===== config.mk =====
export PLATFORM = sky130hd
export DESIGN_NAME = nacc_alu_decoder
export DESIGN_NICKNAME = d
export VERILOG_FILES = /design/src/nacc_pkg.sv /design/src/nacc_alu_decoder.sv
export SDC_FILE = /design/constraint.sdc
export NUM_CORES = 1
export LEC_CHECK = 0
export BUFFER_PORTS_ARGS = -buffer_cell sky130_fd_sc_hd__buf_2
export CAP_MARGIN = 20
export CORE_UTILIZATION = 35
export DETAILED_ROUTE_END_ITERATION = 16
export HOLD_SLACK_MARGIN = 0.08
export PLACE_DENSITY = 0.55
export SLEW_MARGIN = 20
export SYNTH_ARGS = -nofsm -noshare
export SYNTH_HDL_FRONTEND = slang
export SYNTH_SLANG_ARGS = --single-unit

===== constraint.sdc =====
create_clock -name CLOCK -period 5.61 [get_ports CLOCK]
set_input_delay 0.561 -clock CLOCK [delete_from_list [all_inputs] [get_ports CLOCK]]
set_output_delay 0.561 -clock CLOCK [all_outputs]
set_load 0.03 [all_outputs]

===== src/nacc_pkg.sv =====
// constants, types and helpers of the nibble accumulator ALU decoder
package nacc_pkg;
   // ****************************************************************
   // register map, byte addresses
   // ****************************************************************
   localparam logic [7:0] REG_INSTR = 8'h00;
   localparam logic [7:0] REG_IMM = 8'h04;
   localparam logic [7:0] REG_TABLE = 8'h08;
   localparam logic [7:0] REG_ACC = 8'h0C;
   localparam logic [7:0] REG_STATUS = 8'h10;
   localparam logic [7:0] REG_NATIVE = 8'h14;
   // ****************************************************************
   // field layouts
   // ****************************************************************
   localparam int NIB_W = 4;
   localparam int IMG_W = 16;
   localparam int NAT_W = 10;
   localparam int CARRY_BIT = 4;
   localparam int PAGE_LSB = 4;
   localparam int ST_BUSY_BIT = 0;
   localparam int ST_ILLEGAL_BIT = 1;
   localparam int ST_GUARD_BIT = 2;
   localparam int NAT_LEN_BIT = 10;
   localparam logic [2:0] EXT_PATTERN = 3'b111;
   localparam logic [3:0] ACC_RESET = 4'h0;
   localparam logic [1:0] RESP_OKAY = 2'b00;
   localparam logic [1:0] RESP_SLVERR = 2'b10;
   // ****************************************************************
   // timing
   // ****************************************************************
   localparam int CLK_FREQ_MHZ = 125;
   localparam int OSC_FREQ_MHZ = 4;
   localparam int NORMAL_TIME_NS = 16000;
   localparam int FAST_TIME_NS = 8000;
   localparam int NORMAL_OSC_PERIODS = NORMAL_TIME_NS * OSC_FREQ_MHZ / 1000;
   localparam int FAST_OSC_PERIODS = FAST_TIME_NS * OSC_FREQ_MHZ / 1000;
   localparam int NORMAL_CYCLES = (NORMAL_TIME_NS * CLK_FREQ_MHZ + 999) / 1000;
   localparam int FAST_CYCLES = (FAST_TIME_NS * CLK_FREQ_MHZ + 999) / 1000;
   // ****************************************************************
   // instruction images as the assembler emits them
   // ****************************************************************
   localparam logic [15:0] IMG_AND_R0 = 16'hFBE0;
   localparam logic [15:0] IMG_AND_R1 = 16'hFAE0;
   localparam logic [15:0] IMG_AND_TH = 16'hFAF0;
   localparam logic [15:0] IMG_AND_TL = 16'hFBF0;
   localparam logic [15:0] IMG_AND_IM = 16'hFBF1;
   localparam logic [15:0] IMG_OR_R0 = 16'hFDE0;
   localparam logic [15:0] IMG_OR_R1 = 16'hFCE0;
   localparam logic [15:0] IMG_OR_TH = 16'hFCF0;
   localparam logic [15:0] IMG_OR_TL = 16'hFDF0;
   localparam logic [15:0] IMG_OR_IM = 16'hFDF1;
   localparam logic [15:0] IMG_XOR_R0 = 16'hF5E0;
   localparam logic [15:0] IMG_XOR_R1 = 16'hF4E0;
   localparam logic [15:0] IMG_XOR_TH = 16'hF4F0;
   localparam logic [15:0] IMG_XOR_TL = 16'hF5F0;
   localparam logic [15:0] IMG_XOR_IM = 16'hF5F1;
   localparam logic [15:0] IMG_INC = 16'hF4F3;
   localparam logic [15:0] IMG_ROT = 16'hFCF3;
   localparam logic [15:0] IMG_GROT = 16'hFEF3;

   // drops the two inserted ones patterns
   function automatic logic [9:0] nacc_native(input logic [15:0] img);
      return {img[12:8], img[4:0]};
   endfunction

   typedef enum logic [2:0] {
      OP_NONE = 3'b000,
      OP_AND = 3'b001,
      OP_OR = 3'b011,
      OP_XOR = 3'b010,
      OP_INC = 3'b110,
      OP_ROT = 3'b111,
      OP_GROT = 3'b101
   } nacc_kind_type;

   typedef enum logic [1:0] {
      SRC_REG = 2'b00,
      SRC_TBL_HI = 2'b01,
      SRC_TBL_LO = 2'b11,
      SRC_IMM = 2'b10
   } nacc_src_type;

   typedef struct packed {
      nacc_kind_type kind;
      nacc_src_type src;
      logic bank1;
      logic [3:0] index;
   } nacc_dec_type;

   typedef struct packed {
      logic carry;
      logic [3:0] acc;
   } nacc_acc_type;
endpackage


===== src/nacc_alu_decoder.sv =====
// accumulator operation decoder and executor with an AXI4-Lite register slave
// Operation
// [RULE_01] 16-bit image carries 10-bit word plus ones
// [RULE_02] and register nibble, carry A3 and bit3
// [RULE_03] and table high nibble, carry A3 and bit7
// [RULE_04] and table low nibble, carry A3 and bit3
// [RULE_05] and immediate, two words, carry A3 and bit3
// [RULE_06] or register nibble, carry cleared
// [RULE_07] or table high or low, carry cleared
// [RULE_08] or immediate, two words, carry cleared
// [RULE_09] xor register nibble, carry A3 and bit3
// [RULE_10] xor table nibble, carry A3 and ROM bit
// [RULE_11] xor immediate, carry A3 and bit3
// [RULE_12] increment modulo sixteen, carry on zero result
// [RULE_13] rotate left, bit3 to bit0 and carry
// [RULE_14] guarded rotate resets core on zero accumulator
// [RULE_15] one or two words, one instruction cycle
// [RULE_16] cycle is 16 or 8 us option
// [RULE_17] increment clears carry on nonzero result
// [RULE_18] guarded reset reinitialises core like system reset
//
// The register offsets and the AXI4-Lite slave port were left to the implementer.
`timescale 1ns/1ps
module nacc_alu_decoder
   import nacc_pkg::*;
#(
   parameter bit HIGH_SPEED = 1'b0,
   parameter int ADDR_W = 8
) (
   // clock and reset
   input wire logic CLOCK,
   input wire logic ARST_N,
   // AXI4-Lite write address and data
   input wire logic [ADDR_W-1:0] S_AXI_AWADDR,
   input wire logic S_AXI_AWVALID,
   output logic S_AXI_AWREADY,
   input wire logic [31:0] S_AXI_WDATA,
   input wire logic [3:0] S_AXI_WSTRB,
   input wire logic S_AXI_WVALID,
   output logic S_AXI_WREADY,
   // AXI4-Lite write response
   output logic [1:0] S_AXI_BRESP,
   output logic S_AXI_BVALID,
   input wire logic S_AXI_BREADY,
   // AXI4-Lite read
   input wire logic [ADDR_W-1:0] S_AXI_ARADDR,
   input wire logic S_AXI_ARVALID,
   output logic S_AXI_ARREADY,
   output logic [31:0] S_AXI_RDATA,
   output logic [1:0] S_AXI_RRESP,
   output logic S_AXI_RVALID,
   input wire logic S_AXI_RREADY,
   // data memory operand
   output logic DATA_BANK,
   output logic [3:0] DATA_INDEX,
   input wire logic [3:0] DATA_NIBBLE,
   // program memory table operand
   output logic [7:0] ROM_ADDR,
   input wire logic [9:0] ROM_DATA,
   // core reset request
   output logic CORE_RESET
);
   // ****************************************************************
   // timing
   // ****************************************************************
   localparam int INSTR_CYCLES = HIGH_SPEED ? FAST_CYCLES : NORMAL_CYCLES; // [RULE_16]
   localparam int CNT_W = $clog2(INSTR_CYCLES + 1);
   localparam logic [CNT_W-1:0] CNT_LAST = CNT_W'(INSTR_CYCLES - 1);

   typedef enum logic {
      ST_IDLE = 1'b0,
      ST_EXEC = 1'b1
   } nacc_state_type;

   // ****************************************************************
   // state
   // ****************************************************************
   nacc_state_type state;
   logic [CNT_W-1:0] cnt;
   logic [15:0] instr_img;
   logic [3:0] imm;
   logic [3:0] page;
   logic [3:0] pointer;
   nacc_acc_type core;
   nacc_dec_type dec;
   logic illegal;
   logic guard_hit;
   logic soft_rst;
   logic aw_full;
   logic [ADDR_W-1:0] aw_addr;
   logic w_full;
   logic [31:0] w_data;
   logic [3:0] w_strb;
   logic new_two_word_q;

   // ****************************************************************
   // image recovery and decode of incoming write data
   // ****************************************************************
   wire [15:0] new_img = w_data[15:0];
   wire [9:0] nat = nacc_native(new_img); // [RULE_01]
   wire framed = (new_img[15:13] == EXT_PATTERN) && (new_img[7:5] == EXT_PATTERN); // [RULE_01]
   wire [5:0] rf = nat[9:4];
   // register forms carry a zero index in their reference images
   wire and_r0 = {rf, 4'h0} == nacc_native(IMG_AND_R0); // [RULE_02]
   wire and_r1 = {rf, 4'h0} == nacc_native(IMG_AND_R1); // [RULE_02]
   wire or_r0 = {rf, 4'h0} == nacc_native(IMG_OR_R0); // [RULE_06]
   wire or_r1 = {rf, 4'h0} == nacc_native(IMG_OR_R1); // [RULE_06]
   wire xor_r0 = {rf, 4'h0} == nacc_native(IMG_XOR_R0); // [RULE_09]
   wire xor_r1 = {rf, 4'h0} == nacc_native(IMG_XOR_R1); // [RULE_09]
   wire is_reg = and_r0 | and_r1 | or_r0 | or_r1 | xor_r0 | xor_r1;
   wire t_hi = (nat == nacc_native(IMG_AND_TH)) | (nat == nacc_native(IMG_OR_TH))
      | (nat == nacc_native(IMG_XOR_TH)); // [RULE_03] [RULE_07] [RULE_10]
   wire t_lo = (nat == nacc_native(IMG_AND_TL)) | (nat == nacc_native(IMG_OR_TL))
      | (nat == nacc_native(IMG_XOR_TL)); // [RULE_04] [RULE_07] [RULE_10]
   wire t_im = (nat == nacc_native(IMG_AND_IM)) | (nat == nacc_native(IMG_OR_IM))
      | (nat == nacc_native(IMG_XOR_IM)); // [RULE_05] [RULE_08] [RULE_11]
   wire k_and = and_r0 | and_r1 | (nat == nacc_native(IMG_AND_TH))
      | (nat == nacc_native(IMG_AND_TL)) | (nat == nacc_native(IMG_AND_IM));
   wire k_or = or_r0 | or_r1 | (nat == nacc_native(IMG_OR_TH))
      | (nat == nacc_native(IMG_OR_TL)) | (nat == nacc_native(IMG_OR_IM));
   wire k_xor = xor_r0 | xor_r1 | (nat == nacc_native(IMG_XOR_TH))
      | (nat == nacc_native(IMG_XOR_TL)) | (nat == nacc_native(IMG_XOR_IM));
   wire k_inc = nat == nacc_native(IMG_INC);
   wire k_rot = nat == nacc_native(IMG_ROT);
   wire k_grot = nat == nacc_native(IMG_GROT);
   wire nacc_kind_type new_kind = !framed ? OP_NONE : k_and ? OP_AND : k_or ? OP_OR
      : k_xor ? OP_XOR : k_inc ? OP_INC : k_rot ? OP_ROT : k_grot ? OP_GROT : OP_NONE;
   wire nacc_src_type new_src = t_hi ? SRC_TBL_HI : t_lo ? SRC_TBL_LO
      : t_im ? SRC_IMM : SRC_REG;
   wire new_bank1 = and_r1 | or_r1 | xor_r1;
   wire [3:0] new_index = is_reg ? nat[3:0] : 4'h0;
   wire nacc_dec_type new_dec = '{new_kind, new_src, new_bank1, new_index};
   // two-word forms fetch their second word from the immediate register
   wire new_two_word = framed & t_im; // [RULE_15]

   // ****************************************************************
   // AXI4-Lite write side
   // ****************************************************************
   wire aw_take = S_AXI_AWVALID & S_AXI_AWREADY;
   wire w_take = S_AXI_WVALID & S_AXI_WREADY;
   wire wr_do = aw_full & w_full & ~S_AXI_BVALID;
   wire [7:0] wr_addr = 8'(aw_addr);
   wire wr_hit = (wr_addr == REG_INSTR) | (wr_addr == REG_IMM) | (wr_addr == REG_TABLE)
      | (wr_addr == REG_ACC) | (wr_addr == REG_STATUS) | (wr_addr == REG_NATIVE);
   wire lo_lane = w_strb[0];
   wire idle = state == ST_IDLE;
   wire wr_instr = wr_do & (wr_addr == REG_INSTR) & (&w_strb[1:0]) & idle;
   wire wr_imm = wr_do & (wr_addr == REG_IMM) & lo_lane;
   wire wr_table = wr_do & (wr_addr == REG_TABLE) & lo_lane;
   wire wr_acc = wr_do & (wr_addr == REG_ACC) & lo_lane & idle;
   wire wr_stat = wr_do & (wr_addr == REG_STATUS) & lo_lane;
   wire start = wr_instr & (new_kind != OP_NONE);
   wire bad_instr = wr_instr & (new_kind == OP_NONE); // [RULE_01]
   assign S_AXI_AWREADY = ~aw_full;
   assign S_AXI_WREADY = ~w_full;

   always_ff @(posedge CLOCK or negedge ARST_N) begin
      if (!ARST_N) begin
         aw_full <= 1'b0;
         aw_addr <= '0;
         w_full <= 1'b0;
         w_data <= 32'h0000_0000;
         w_strb <= 4'h0;
         S_AXI_BVALID <= 1'b0;
         S_AXI_BRESP <= RESP_OKAY;
      end else begin
         if (aw_take) begin
            aw_full <= 1'b1;
            aw_addr <= S_AXI_AWADDR;
         end else if (wr_do) begin
            aw_full <= 1'b0;
         end
         if (w_take) begin
            w_full <= 1'b1;
            w_data <= S_AXI_WDATA;
            w_strb <= S_AXI_WSTRB;
         end else if (wr_do) begin
            w_full <= 1'b0;
         end
         if (wr_do) begin
            S_AXI_BVALID <= 1'b1;
            S_AXI_BRESP <= wr_hit ? RESP_OKAY : RESP_SLVERR;
         end else if (S_AXI_BREADY) begin
            S_AXI_BVALID <= 1'b0;
         end
      end
   end

   // ****************************************************************
   // AXI4-Lite read side
   // ****************************************************************
   wire rd_take = S_AXI_ARVALID & S_AXI_ARREADY;
   wire [7:0] rd_addr = 8'(S_AXI_ARADDR);
   wire [31:0] st_word = {29'h0, guard_hit, illegal, ~idle};
   wire [31:0] rd_word = (rd_addr == REG_INSTR) ? {16'h0000, instr_img}
      : (rd_addr == REG_IMM) ? {28'h0, imm}
      : (rd_addr == REG_TABLE) ? {24'h0, page, pointer}
      : (rd_addr == REG_ACC) ? {27'h0, core}
      : (rd_addr == REG_STATUS) ? st_word
      : (rd_addr == REG_NATIVE) ? {21'h0, new_two_word_q, nacc_native(instr_img)}
      : 32'h0000_0000;
   wire rd_hit = (rd_addr == REG_INSTR) | (rd_addr == REG_IMM) | (rd_addr == REG_TABLE)
      | (rd_addr == REG_ACC) | (rd_addr == REG_STATUS) | (rd_addr == REG_NATIVE);
   assign S_AXI_ARREADY = ~S_AXI_RVALID;

   always_ff @(posedge CLOCK or negedge ARST_N) begin
      if (!ARST_N) begin
         S_AXI_RVALID <= 1'b0;
         S_AXI_RDATA <= 32'h0000_0000;
         S_AXI_RRESP <= RESP_OKAY;
      end else if (rd_take) begin
         S_AXI_RVALID <= 1'b1;
         S_AXI_RDATA <= rd_word;
         S_AXI_RRESP <= rd_hit ? RESP_OKAY : RESP_SLVERR;
      end else if (S_AXI_RREADY) begin
         S_AXI_RVALID <= 1'b0;
      end
   end

   // ****************************************************************
   // execution datapath
   // ****************************************************************
   wire fire = (state == ST_EXEC) && (cnt == CNT_LAST); // [RULE_15]
   wire [3:0] opnd = (dec.src == SRC_REG) ? DATA_NIBBLE // [RULE_02] [RULE_06] [RULE_09]
      : (dec.src == SRC_TBL_HI) ? ROM_DATA[7:4] // [RULE_03] [RULE_07] [RULE_10]
      : (dec.src == SRC_TBL_LO) ? ROM_DATA[3:0] // [RULE_04] [RULE_07] [RULE_10]
      : imm; // [RULE_05] [RULE_08] [RULE_11]
   wire and_carry = core.acc[3] & opnd[3];
   wire [3:0] inc_val = core.acc + 4'h1; // [RULE_12]
   wire [3:0] rot_val = {core.acc[2:0], core.acc[3]}; // [RULE_13]
   wire acc_zero = core.acc == 4'h0;
   wire guard_fire = fire & (dec.kind == OP_GROT) & acc_zero; // [RULE_14]
   nacc_acc_type next_core;

   always_comb begin
      next_core = core;
      unique case (dec.kind)
         OP_AND: next_core = '{and_carry, core.acc & opnd}; // [RULE_02] [RULE_03] [RULE_04]
         OP_OR: next_core = '{1'b0, core.acc | opnd}; // [RULE_06] [RULE_07] [RULE_08]
         OP_XOR: next_core = '{and_carry, core.acc ^ opnd}; // [RULE_09] [RULE_10] [RULE_11]
         OP_INC: next_core = '{inc_val == 4'h0, inc_val}; // [RULE_12] [RULE_17]
         OP_ROT: next_core = '{core.acc[3], rot_val}; // [RULE_13]
         OP_GROT: next_core = '{core.acc[3], rot_val}; // [RULE_14]
         OP_NONE: next_core = core;
      endcase
   end

   // ****************************************************************
   // sequencer and core state
   // ****************************************************************
   // the guarded reset is synchronous so it never races the async pin
   always_ff @(posedge CLOCK or negedge ARST_N) begin
      if (!ARST_N) begin
         state <= ST_IDLE;
         cnt <= '0;
         dec <= '{OP_NONE, SRC_REG, 1'b0, 4'h0};
         instr_img <= 16'h0000;
         new_two_word_q <= 1'b0;
         core <= '{1'b0, ACC_RESET};
         soft_rst <= 1'b0;
      end else begin
         soft_rst <= guard_fire; // [RULE_14]
         if (soft_rst) begin
            state <= ST_IDLE; // [RULE_18]
            cnt <= '0;
            core <= '{1'b0, ACC_RESET};
         end else if (start) begin
            state <= ST_EXEC;
            cnt <= '0;
            dec <= new_dec;
            instr_img <= new_img;
            new_two_word_q <= new_two_word;
         end else if (fire) begin
            state <= ST_IDLE;
            if (!guard_fire) begin
               core <= next_core;
            end
         end else begin
            if (state == ST_EXEC) begin
               cnt <= cnt + CNT_W'(1);
            end
            if (wr_acc) begin
               core <= '{w_data[CARRY_BIT], w_data[3:0]};
            end
         end
      end
   end

   // ****************************************************************
   // operand registers and sticky status
   // ****************************************************************
   always_ff @(posedge CLOCK or negedge ARST_N) begin
      if (!ARST_N) begin
         imm <= 4'h0;
         page <= 4'h0;
         pointer <= 4'h0;
         illegal <= 1'b0;
         guard_hit <= 1'b0;
      end else begin
         if (soft_rst) begin
            page <= 4'h0; // [RULE_18]
            pointer <= 4'h0;
         end else if (wr_table) begin
            page <= w_data[PAGE_LSB +: NIB_W];
            pointer <= w_data[3:0];
         end
         if (wr_imm) begin
            imm <= w_data[3:0];
         end
         // a new event wins over a clear in the same cycle
         illegal <= bad_instr | (illegal & ~(wr_stat & w_data[ST_ILLEGAL_BIT]));
         guard_hit <= guard_fire | (guard_hit & ~(wr_stat & w_data[ST_GUARD_BIT]));
      end
   end

   assign DATA_BANK = dec.bank1;
   assign DATA_INDEX = dec.index;
   assign ROM_ADDR = {page, pointer}; // [RULE_03]
   assign CORE_RESET = soft_rst; // [RULE_18]

   // ****************************************************************
   // checks
   // ****************************************************************
   logic [CNT_W-1:0] exec_age;
   always_ff @(posedge CLOCK or negedge ARST_N) begin
      if (!ARST_N) begin
         exec_age <= '0;
      end else begin
         exec_age <= start ? '0 : exec_age + CNT_W'(state == ST_EXEC);
      end
   end

   property p_frame;
      @(posedge CLOCK) disable iff (!ARST_N)
      wr_instr && !framed |=> illegal && state == ST_IDLE;
   endproperty
   a_frame: assert property (p_frame) else $error("bad image not flagged"); // [RULE_01]

   property p_and_reg;
      @(posedge CLOCK) disable iff (!ARST_N)
      fire && dec.kind == OP_AND && dec.src == SRC_REG |=>
         core.carry == ($past(core.acc[3]) & $past(DATA_NIBBLE[3]))
         && core.acc == ($past(core.acc) & $past(DATA_NIBBLE));
   endproperty
   a_and_reg: assert property (p_and_reg) else $error("and register wrong"); // [RULE_02]

   property p_and_hi;
      @(posedge CLOCK) disable iff (!ARST_N)
      fire && dec.kind == OP_AND && dec.src == SRC_TBL_HI |=>
         core.carry == ($past(core.acc[3]) & $past(ROM_DATA[7]));
   endproperty
   a_and_hi: assert property (p_and_hi) else $error("table high carry wrong"); // [RULE_03]

   property p_or_clear;
      @(posedge CLOCK) disable iff (!ARST_N)
      fire && dec.kind == OP_OR |=> !core.carry;
   endproperty
   a_or_clear: assert property (p_or_clear) else $error("or left carry set"); // [RULE_06]

   property p_xor_imm;
      @(posedge CLOCK) disable iff (!ARST_N)
      fire && dec.kind == OP_XOR && dec.src == SRC_IMM |=>
         core.acc == ($past(core.acc) ^ $past(imm));
   endproperty
   a_xor_imm: assert property (p_xor_imm) else $error("xor immediate wrong"); // [RULE_11]

   property p_inc;
      @(posedge CLOCK) disable iff (!ARST_N)
      fire && dec.kind == OP_INC |=> core.carry == (core.acc == 4'h0)
         && core.acc == 4'($past(core.acc) + 4'h1);
   endproperty
   a_inc: assert property (p_inc) else $error("increment wrong"); // [RULE_17]

   property p_rot;
      @(posedge CLOCK) disable iff (!ARST_N)
      fire && dec.kind == OP_ROT |=> core.carry == $past(core.acc[3])
         && core.acc[0] == $past(core.acc[3]);
   endproperty
   a_rot: assert property (p_rot) else $error("rotate wrong"); // [RULE_13]

   property p_guard;
      @(posedge CLOCK) disable iff (!ARST_N)
      fire && dec.kind == OP_GROT && core.acc == 4'h0 |=>
         CORE_RESET ##1 (!CORE_RESET && core.acc == ACC_RESET && state == ST_IDLE);
   endproperty
   a_guard: assert property (p_guard) else $error("guarded reset missing"); // [RULE_14]

   property p_time;
      @(posedge CLOCK) disable iff (!ARST_N)
      fire |-> exec_age == CNT_LAST;
   endproperty
   a_time: assert property (p_time) else $error("instruction cycle length off"); // [RULE_16]
endmodule // nacc_alu_decoder


# ---- Word-level counts from Yosys, hierarchy flattened
# Cells that the tools add are included.
dict set report word_totals {
  input_bits 73
  ff_bits 125
}
dict set report op_classes {
  mux 46
  eq_ne 43
  reduce_logical 23
  bitwise 74
  n_addsub 2
}
# op n
set op_table {}
lappend op_table {{10-bit equality test, second input constant} 12}
lappend op_table {{11-bit 2-to-1 mux} 9}
lappend op_table {{6-bit equality test, second input constant} 6}
lappend op_table {{1-bit OR} 36}
lappend op_table {{8-bit by 4-bit equality test with 1-bit output, second input constant} 4}
lappend op_table {{8-bit by 5-bit equality test with 1-bit output, second input constant} 4}
lappend op_table {{4-bit 2-to-1 mux} 8}
lappend op_table {{1-bit AND} 27}
lappend op_table {{5-bit 2-to-1 mux} 5}
lappend op_table {{5-bit case mux with 5 select lines} 1}
lappend op_table {{3-bit 2-to-1 mux} 7}
lappend op_table {{8-bit by 3-bit equality test with 1-bit output, second input constant} 2}
lappend op_table {{8-bit logical NOT} 2}
lappend op_table {{16-bit 2-to-1 mux} 1}
lappend op_table {{3-bit equality test, second input constant} 5}
lappend op_table {{3-bit nonzero test} 4}
lappend op_table {{11-bit by 1-bit adder with 11-bit output, second input constant} 1}
lappend op_table {{11-bit equality test, second input constant} 1}
lappend op_table {{1-bit 2-to-1 mux} 10}
lappend op_table {{2-bit 2-to-1 mux} 5}
lappend op_table {{2-bit nonzero test} 5}
lappend op_table {{3-bit != test, second input constant} 3}
lappend op_table {{4-bit logical NOT} 2}
lappend op_table {{1-bit inverter} 8}
lappend op_table {{other kinds (15)} 20}

# ---- Depth between registers and ports, before layout
# Gate-level depths: netlist of run 1.
dict set report logic_depth {
  ltp_word 13
  mapped_depth 8
}

# ---- Least setup slack after synthesis of run 1
# No wires, ideal clock.
dict set report synth_timing {
  path_type {register to register}
  from {register S_AXI_BVALID}
  to {register instr_img[1]}
  stages_incl_launch_ff 7
  period_less_slack_ns 2.546
  slack_ns 3.064
  setup_ns 0.125
  t_required_ns 5.485
  n_path_buf 1
  t_arrival_ns 2.421
  cell_sequence {dfrtp_1 -> nand4b_1 -> or4_4 -> or3_4 -> o21ai_4 -> buf_8 -> mux2_4}
}
dict set report synth_between {
  elab_chain_len 7
}
# element line
set synth_rtl {}
lappend synth_rtl {{start, declared} nacc_alu_decoder.sv:43} ;# output logic S_AXI_BVALID,
lappend synth_rtl {{start signal, assigned} nacc_alu_decoder.sv:164} ;# S_AXI_BVALID <= 1'b0;
lappend synth_rtl {{start signal, assigned} nacc_alu_decoder.sv:181} ;# S_AXI_BVALID <= 1'b1;
lappend synth_rtl {{start signal, assigned} nacc_alu_decoder.sv:184} ;# S_AXI_BVALID <= 1'b0;
lappend synth_rtl {{1-bit inverter} nacc_alu_decoder.sv:141} ;# wire wr_do = aw_full & w_full & ~S_AXI_BVALID;
lappend synth_rtl {{1-bit AND} nacc_alu_decoder.sv:141}
lappend synth_rtl {{1-bit AND (3 in series)} nacc_alu_decoder.sv:147} ;# wire wr_instr = wr_do & (wr_addr == REG_INSTR) & (&w_strb[1:0]) & idle;
lappend synth_rtl {{1-bit AND} nacc_alu_decoder.sv:152} ;# wire start = wr_instr & (new_kind != OP_NONE);
lappend synth_rtl {{2-bit AND reduction (no source line)} --}
lappend synth_rtl {{end signal, assigned} nacc_alu_decoder.sv:271} ;# instr_img <= new_img;
lappend synth_rtl {{end, declared} nacc_alu_decoder.sv:80} ;# logic [15:0] instr_img;
# Every way passes these cells.
# A chain may end at the register's enable or synchronous reset.

# ---- Final worst setup path of run 1
dict set report layout_timing {
  from {register aw_addr[2]}
  to {register dec, in the netlist DATA_INDEX[3]}
}
dict set report layout_between {
  elab_chain_len 6
}
# element line
set layout_rtl {}
lappend layout_rtl {{start, declared} nacc_alu_decoder.sv:90} ;# logic [ADDR_W-1:0] aw_addr;
lappend layout_rtl {{start signal, assigned} nacc_alu_decoder.sv:160} ;# aw_addr <= '0;
lappend layout_rtl {{start signal, assigned} nacc_alu_decoder.sv:169} ;# aw_addr <= S_AXI_AWADDR;
lappend layout_rtl {{8-bit logical NOT} nacc_alu_decoder.sv:147}
lappend layout_rtl {{1-bit AND (3 in series)} nacc_alu_decoder.sv:147}
lappend layout_rtl {{1-bit AND} nacc_alu_decoder.sv:152}
lappend layout_rtl {{2-bit AND reduction (no source line)} --}
lappend layout_rtl {{end signal, assigned} nacc_alu_decoder.sv:256} ;# dec <= '{OP_NONE, SRC_REG, 1'b0, 4'h0};
lappend layout_rtl {{end signal, assigned} nacc_alu_decoder.sv:270} ;# dec <= new_dec;
lappend layout_rtl {{end, declared} nacc_alu_decoder.sv:85} ;# nacc_dec_type dec;
# Every way passes these cells.

==> results of run 1 <==
worst max-delay path: cells and delay by family, from the launching register on:
| kind | cells | cell delay (ns) |
|---|---|---|
| AO/OA/AOI/OAI | 1 | 0.73 |
| AND/OR/NAND/NOR | 3 | 1.37 |
| flip-flops | 1 | 0.42 |
| multiplexers | 1 | 0.41 |
cell usage after synthesis, types with 3 or more instances:
cell type  number  area share
dfrtp_1       107        0.46
nand2_1        53       0.034
nor2_1         50       0.032
mux2_2         39       0.076
o21ai_0        36       0.031
clkbuf_1       25       0.016
buf_4          23       0.030
inv_1          23       0.015
a21oi_1        16       0.014
nand3_1        15       0.013
mux2i_1        14       0.024
or2_2          14       0.015
ha_1           12       0.026
nor2b_1        10       0.011
nor3_1         10      0.0087
a221oi_1        9       0.014
nor4_1          7      0.0076
and2_1          6      0.0065
and3_1          6      0.0065
mux2_4          6       0.016
nand4_1         6      0.0065
a22o_1          4      0.0061
mux4_2          4       0.016
nand2b_1        4      0.0043
xnor2_1         4      0.0061
a211oi_1        3      0.0039
a221o_1         3      0.0052
buf_1           3      0.0019
nand3b_1        3      0.0039
routing by layer:
| metal | wire length [um] | global-route usage |
|---|---|---|
| met5 | 0 | 0 |
| met4 | 256 | 0.06018 |
| met3 | 458 | 0.02809 |
| met2 | 6430 | 0.2667 |
| met1 | 6901 | 0.2454 |
area by class of cell:
class,count,area share
Clock buffer,9,0.03389
Clock inverter,7,0.01469
Inverter,23,0.01299
Multi-Input combinational cell,406,0.4195
Sequential cell,107,0.4029
Tap cell,216,0.04067
Timing Repair Buffer,96,0.07532
power groups by stage:
stage / clock network, mW / logic, mW / registers [mW]
5_1_grt: 0.738 / 0.631 / 1.13
2_1_floorplan: 0 / 0.429 / 1.07
3_3_place_gp: 0 / 0.555 / 1.11
3_5_place_dp: 0 / 0.572 / 1.12
4_1_cts: 0.709 / 0.574 / 1.10
6_report: 0.689 / 0.568 / 1.10
cells in the final DEF (no fill, tap or decap), types with 8 or more instances in the layout:
master     count
a221oi_1       9
a21oi_1       16
nor3_1        10
nor2b_1       10
clkbuf_16      9
ha_1          12
nor2_1        50
buf_4          8
nand3_1       15
o21ai_0       36
buf_2         88
or2_2         14
conb_1        18
mux2_2        39
mux2i_1       14
dfrtp_1      107
inv_1         23
nand2_1       53
through the flow:
stage | setup slack (ns) | cells | hold slack (ns) | total power [mW] | area, um2
after global routing | 2.444 | 864 | 0.3371 | 2.494 | 6645
after CTS | 2.533 | 864 | 0.3009 | 2.383 | 6645
final | 2.555 | 864 | 0.2790 | 2.356 | 6645
after global placement | 2.601 | 848 | 0.4489 | 1.663 | 6322
after detailed placement | 2.551 | 848 | 0.4500 | 1.688 | 6322
after floorplan | 3.064 | 588 | 0.2654 | 1.496 | 5844
logic make-up (layout without fill, tap and decap cells):
group	count (synthesis)	in the layout	synth area share
DFF	107	107	0.4632
buffers and inverters	75	135	0.06558
other	1	18	0.0006487
muxes	63	63	0.1314
and+or+nand+nor	206	206	0.1844
adders and majority gates	12	12	0.02597
xor gates and xnor gates	4	4	0.006060
AOI/OAI and AO/OA	103	103	0.1227
flip-flops by register name, summed over array words and instances (netlist names), 5 cells and up:
name	cells
S_AXI_RDATA	16
w_data	16
cnt	11
dec	5
aw_addr	8
instr_img	16
core	5
worst min path at each step:
stage | from | endpoint | slack [ns]
after floorplan | ARST_N | CORE_RESET$_DFF_PN0_ | 0.27
after CTS | ARST_N | S_AXI_RDATA[4]$_DFFE_PN0P_ | 0.30
final | ARST_N | S_AXI_RVALID$_DFFE_PN0P_ | 0.28
after detailed placement | instr_img[7]$_DFFE_PN0P_ | instr_img[7]$_DFFE_PN0P_ | 0.45
after global routing | ARST_N | core[2]$_DFFE_PN0P_ | 0.34
after global placement | instr_img[7]$_DFFE_PN0P_ | instr_img[7]$_DFFE_PN0P_ | 0.45
==> run summary, run 1 <==
Num rows: 46
Pin count of the biggest net entering global routing: 61
Antenna viol nets, final: 0
Status: finished, final reports clean
First-pass GRT wire length: 22.55 mm
DR iter-0 viols: 294
Clk buf depth: 2
Comb pwr share: 0.241
Fillers: 1,610
Initial antenna violation count: 0
Count of input and output buffers: 89
Fmax: 0.3274 GHz
Gp weighted congestion: 0.7786
DRC Markers: 0
Syn avg cell area: 10.12 um2
Net count, final: 728
Fin Clk Skew: 0.01297 ns
Setup violators final: 0
Final setup TNS: 0 ns
Sequential element share of the synthesized area: 0.4632
Number of synthesized flops with an enable pin: 0
CP Capture Type: flop
Total Wirelength: 14.05 mm
R2R Path Start: aw_addr[2]$_DFFE_PN0P_
Final Hold Viols: 0
Layout cell share with drive strength beyond 1: 0.2809
All-Layer GR Usage: 0.1729
Vias in the first global route: 4,344
Sw Ratio: 0.3365
Sequential group share of total power: 0.466
Slowest stage delay, CP: 0.73 ns
Clk_lat worst skew: 0.36 ns
Leakage: 3.177 nW
Number of clock sinks: 107
Reg2reg setup slack: 2.56 ns
CTS tree: built
Slew headroom: 0.3507
GR Overflow Total: 0
Ys async rst share: 1.000
CTS Buf Count: 9
Setup CP Type: flop to flop
Ports: 128
Worst setup SP type: flop
Via Count: 4,407
CP Cell Sequence: or4_1 -> or4_4 -> or3_4 -> o21ai_4 -> mux2_2
WP data arrival: 3.29 ns
Maxcap violations: 0
Die Ht: 130.5 um
Synth Register Bits: 107
Critical path's slowest cell: o21ai_4
Worst-case reg-to-reg path depth: 5
Minimum clock period: 3.055 ns
Vias per std cell: 5.101
Clock Tree Root: clkbuf_16
Routed len/inst: 16.26 um
Hold Path Class: input port to asynchronous set/reset pin
Pre-antenna DRT Iters: 5
Multi-input logic area: 2788 um2
Psw: 792.5 uW
RSZ-0062 raised after global routing: no
CTS H-Tree Depth: 3
Synth-to-Final Area Change: 14.96%
Clock group share of total power: 0.292
Unique masters post-synth: 71
Synthesized instance count: 571
Die Wd: 130.5 um
PD cells: 354.5 nW/um2
Resized cells post-CTS: 0
Utilization after layout: 0.4153
Last element of the critical path: DATA_INDEX[3]$_DFFE_PN0P_
Sequential cell area: 2678 um2
P_int: 1.563 mW
Die ar.: 17,030 um2
Clock transition at path regs: 0.07 ns
Warnings, synthesis: 0
Initial core utilization: 0.3613
Post-DP HPWL: 10.16 mm
Total setup buffers inserted after CTS: 0
VDD IR max: 0.2251 mV
Ys flop type: dfrtp_1
Syn Std Cell Area: 5781 um2
Maximum fanout along the worst path: 28
Max Slew Vio Count: 0
Fin crit share: 0.5445
Antenna cells: 0
Worst path required time: 5.84 ns
Slew @ Worst Pin: 0.9675 ns
Hold buffers post-CTS: 0
Worst Setup SP: aw_addr[2]$_DFFE_PN0P_
Core area: 16,000 um2
Reg2reg end: DATA_INDEX[3]$_DFFE_PN0P_
Note: power is estimated with default switching activity, not from simulation.
==> inputs of run 2 (changes only) <==
--- a/config.mk
+++ b/config.mk
@@ -5,12 +5,13 @@
 export SDC_FILE = /design/constraint.sdc
 export NUM_CORES = 1
 export LEC_CHECK = 0
+export ABC_AREA = 1
 export BUFFER_PORTS_ARGS = -buffer_cell sky130_fd_sc_hd__buf_2
 export CAP_MARGIN = 20
 export CORE_UTILIZATION = 35
 export DETAILED_ROUTE_END_ITERATION = 16
 export HOLD_SLACK_MARGIN = 0.08
-export PLACE_DENSITY = 0.55
+export PLACE_DENSITY = 0.57
 export SLEW_MARGIN = 20
 export SYNTH_ARGS = -nofsm -noshare
 export SYNTH_HDL_FRONTEND = slang
==> constraint.sdc (replaced) <==
create_clock -name CLOCK -period 2.8 [get_ports CLOCK]
set_input_delay 0.28 -clock CLOCK [delete_from_list [all_inputs] [get_ports CLOCK]]
set_output_delay 0.28 -clock CLOCK [all_outputs]
set_load 0.03 [all_outputs]
==> run 2 against run 1 <==
Flip-flop and latch count is the same. Register-to-register slack got worse by 2.0 ns. Non-clock buffer count did not move. Die area increased by 1.4%. Synthesized cell count grew 26%. Sequential share of layout area fell by 0.80 points. Global-route usage rose by 0.17 points. Hold slack lost 0.18 ns. Sequential power increased by 89%. Worst setup slack got worse by 2.0 ns. Clock power increased by 100%.
==> run summary, run 2 <==
Unique masters post-synth: 48 (-32%)
Slew @ Worst Pin: 0.9898 ns (+0.02235 ns)
Synthesized instance count: 720 (+26%)
CTS tree: built
Pre-antenna DRT Iters: 4 (-1)
Worst setup SP type: flop
Fmax: 0.4417 GHz (+35%)
Minimum clock period: 2.264 ns (-0.7907 ns)
Fin crit share: 0.8086 (+0.2641)
Via Count: 4,951 (+12%)
Hold buffers post-CTS: 1 (+1)
Count of input and output buffers: 89 (unchanged)
Antenna viol nets, final: 0 (unchanged)
Setup violators final: 0 (unchanged)
Synth-to-Final Area Change: 15.64%
Worst-case reg-to-reg path depth: 13 (+8)
Die Ht: 131.4 um (+0.70%)
Gp weighted congestion: 0.9119 (+17%)
Leakage: 3.484 nW (+9.6%)
Max Slew Vio Count: 0 (unchanged)
GR Overflow Total: 0 (unchanged)
Synth area leaders: dfrtp_1 (46%), nand2_1 (10%), inv_1 (5.5%), nand3_1 (4.8%), a21oi_1 (3.5%)
Ys async rst share: 1.000 (unchanged)
Sequential cell area: 2678 um2 (unchanged)
Synth top cells by count: nand2_1 (163), dfrtp_1 (107), inv_1 (86), nand3_1 (56), nor2_1 (54)
Num rows: 46 (unchanged)
DRC Markers: 0 (unchanged)
Warnings, synthesis: 0 (unchanged)
Worst path required time: 3.01 ns (-2.83 ns)
Number of synthesized flops with an enable pin: 0 (unchanged)
Maximum fanout along the worst path: 46 (+64%)
Die Wd: 131.4 um (+0.70%)
CTS H-Tree Depth: 3 (unchanged)
Final setup TNS: 0 ns (unchanged)
DR iter-0 viols: 242 (-18%)
Clk_lat worst skew: 0.36 ns (about the same)
Slew headroom: 0.3385 (-0.01212)
Hold Path Class: input port to flop
CTS Buf Count: 9 (unchanged)
Clock Tree Root: clkbuf_16
Resized cells post-CTS: 0 (unchanged)
R2R Path Start: w_data[4]$_DFFE_PN0P_
Hold worst-path end: S_AXI_BVALID$_DFFE_PN0P_
Reg2reg setup slack: 0.54 ns (-2.02 ns)
Initial antenna violation count: 0 (unchanged)
Vias per std cell: 4.821 (-5.5%)
Final Hold Viols: 0 (unchanged)
Routed len/inst: 13.99 um (-14%)
Sequential element share of the synthesized area: 0.4567 (-0.006524)
Fin Clk Skew: 0.01074 ns (-0.002227 ns)
Ys flop type: dfrtp_1
First-pass GRT wire length: 24.03 mm (+6.5%)
PD cells: 714.2 nW/um2 (+100%)
Multi-input logic area: 2648 um2 (-5.0%)
Cell with the most instances after synthesis: nand2_1
Area share of the leading cell type in the synthesized netlist: 0.4567 (-0.006524)
Clk buf depth: 2 (unchanged)
WP data arrival: 2.47 ns (-0.82 ns)
Area leader, netlist: dfrtp_1
VDD IR max: 0.5208 mV (+130%)
Maxcap violations: 0 (unchanged)
Syn Std Cell Area: 5863 um2 (+1.4%)
Status: finished, final reports clean
Fillers: 1,680 (+4.3%)
Layout cell share with drive strength beyond 1: 0.2022 (-0.07864)
Synth Register Bits: 107 (unchanged)
Largest regs: S_AXI_RDATA x16, instr_img x16, w_data x16
Post-DP HPWL: 10.79 mm (+6.2%)
Syn avg cell area: 8.143 um2 (-20%)
Setup CP Type: flop to flop
Most frequent cells in the layout: nand2_1 (163), dfrtp_1 (107), buf_2 (88)
Clock transition at path regs: 0.07 ns (about the same)
WHS Path Cells: 2
All-Layer GR Usage: 0.1746 (+0.001744)
Total Wirelength: 14.37 mm (+2.3%)
Power consumption: 4.843 mW (+110%)
Initial core utilization: 0.3638 (+0.002544)
Pin count of the biggest net entering global routing: 60 (-1.6%)
Hold Startpoint: S_AXI_BREADY
Total setup buffers inserted after CTS: 0 (unchanged)
Commonest non-fill, non-tap cell in the layout: nand2_1
Vias in the first global route: 4,675 (+7.6%)
Antenna cells: 0 (unchanged)
Die ar.: 17,270 um2 (+1.4%)
Net count, final: 891 (+22%)
Ports: 128 (unchanged)
RSZ-0062 raised after global routing: no
CP Capture Type: flop
Core area: 16,120 um2 (+0.72%)
Reg2reg end: state$_DFFE_PN0P_
Number of clock sinks: 107 (unchanged)
[run 2: cell count changes after synthesis, moves of 17 or more]
| cell | change |
|---|---|
| o21ai_2 | +17 |
| a21oi_1 | +25 |
| nand3_1 | +41 |
| nand2_1 | +110 |
| mux2_2 | -28 |
| inv_1 | +63 |
[run 2: report_power, final]
group	total, mW	switching (mW)	internal (mW)
logic	1.37	0.942	0.431
registers	2.08	0.245	1.83
clock network	1.39	0.601	0.790
total	4.84	1.79	3.06
[run 2: critical path, cell delays in order (launching register included)]
cell	delay, ns
dfrtp_1	0.44
inv_2	0.18
nor2_4	0.05
nand2_2	0.10
inv_1	0.05
nand2_1	0.08
nand2_1	0.06
nor2_2	0.11
nand3_1	0.12
nand2_1	0.11
nand2_2	0.08
nand3_4	0.05
buf_4	0.50
o21ai_0	0.17
[run 2: through the flow]
stage	utilization	instance area [um2]	setup slack, ns	instances	hold WS (ns)
3_3_place_gp	0.4000	6446	0.5780	1010	0.3566
2_1_floorplan	-	5927	0.8766	737	-0.01559
3_5_place_dp	0.4000	6446	0.5347	1010	0.3587
4_1_cts	0.4207	6780	0.5200	1027	0.1039
6_report	0.4207	6780	0.5359	1027	0.1030
5_1_grt	0.4207	6780	0.3087	1027	0.1119
[run 2: cell type report]
cell class              instances  area share
repair buffers                 96     0.07603
well taps                     216     0.03986
flip-flops and latches        107      0.3949
clock inverters                 7     0.01458
inverters                      92     0.05093
multi-input cells             500      0.3905
clock buffers                   9     0.03322
[run 2: logic make-up (layout without fill, tap and decap cells)]
logic type | Yosys count | count (layout) | share of synthesized area
XOR/XNOR | 6 | 6 | 0.008963
adder cells (fa/ha/maj) | 12 | 12 | 0.02561
AND/OR/NAND/NOR | 324 | 324 | 0.2501
AO/OA/AOI/OAI | 129 | 129 | 0.1342
multiplexers | 11 | 11 | 0.02113
buffers and inverters | 130 | 204 | 0.1026
flip-flops | 107 | 107 | 0.4567
other | 1 | 18 | 0.0006396
[run 2: layer usage]
layer	share of wire	track usage	wire length [um]	vias to the layer above
li1	-	-	-	2498
met1	0.49	0.2401	6979	2318
met2	0.45	0.2713	6434	113
met3	0.045	0.04090	653	22
met4	0.021	0.05233	302	0
met5	0	0	0	-
[run 2: worst max path at each step]
stage | startpoint | slack [ns] | endpoint
final | w_data[4]$_DFFE_PN0P_ | 0.54 | state$_DFFE_PN0P_
after CTS | w_data[4]$_DFFE_PN0P_ | 0.52 | state$_DFFE_PN0P_
after detailed placement | w_data[4]$_DFFE_PN0P_ | 0.53 | state$_DFFE_PN0P_
after floorplan | dec[5]$_DFFE_PN0P_ | 0.88 | core[3]$_DFFE_PN0P_
after global placement | w_data[4]$_DFFE_PN0P_ | 0.58 | state$_DFFE_PN0P_
after global routing | w_data[4]$_DFFE_PN0P_ | 0.31 | DATA_INDEX[2]$_DFFE_PN0P_
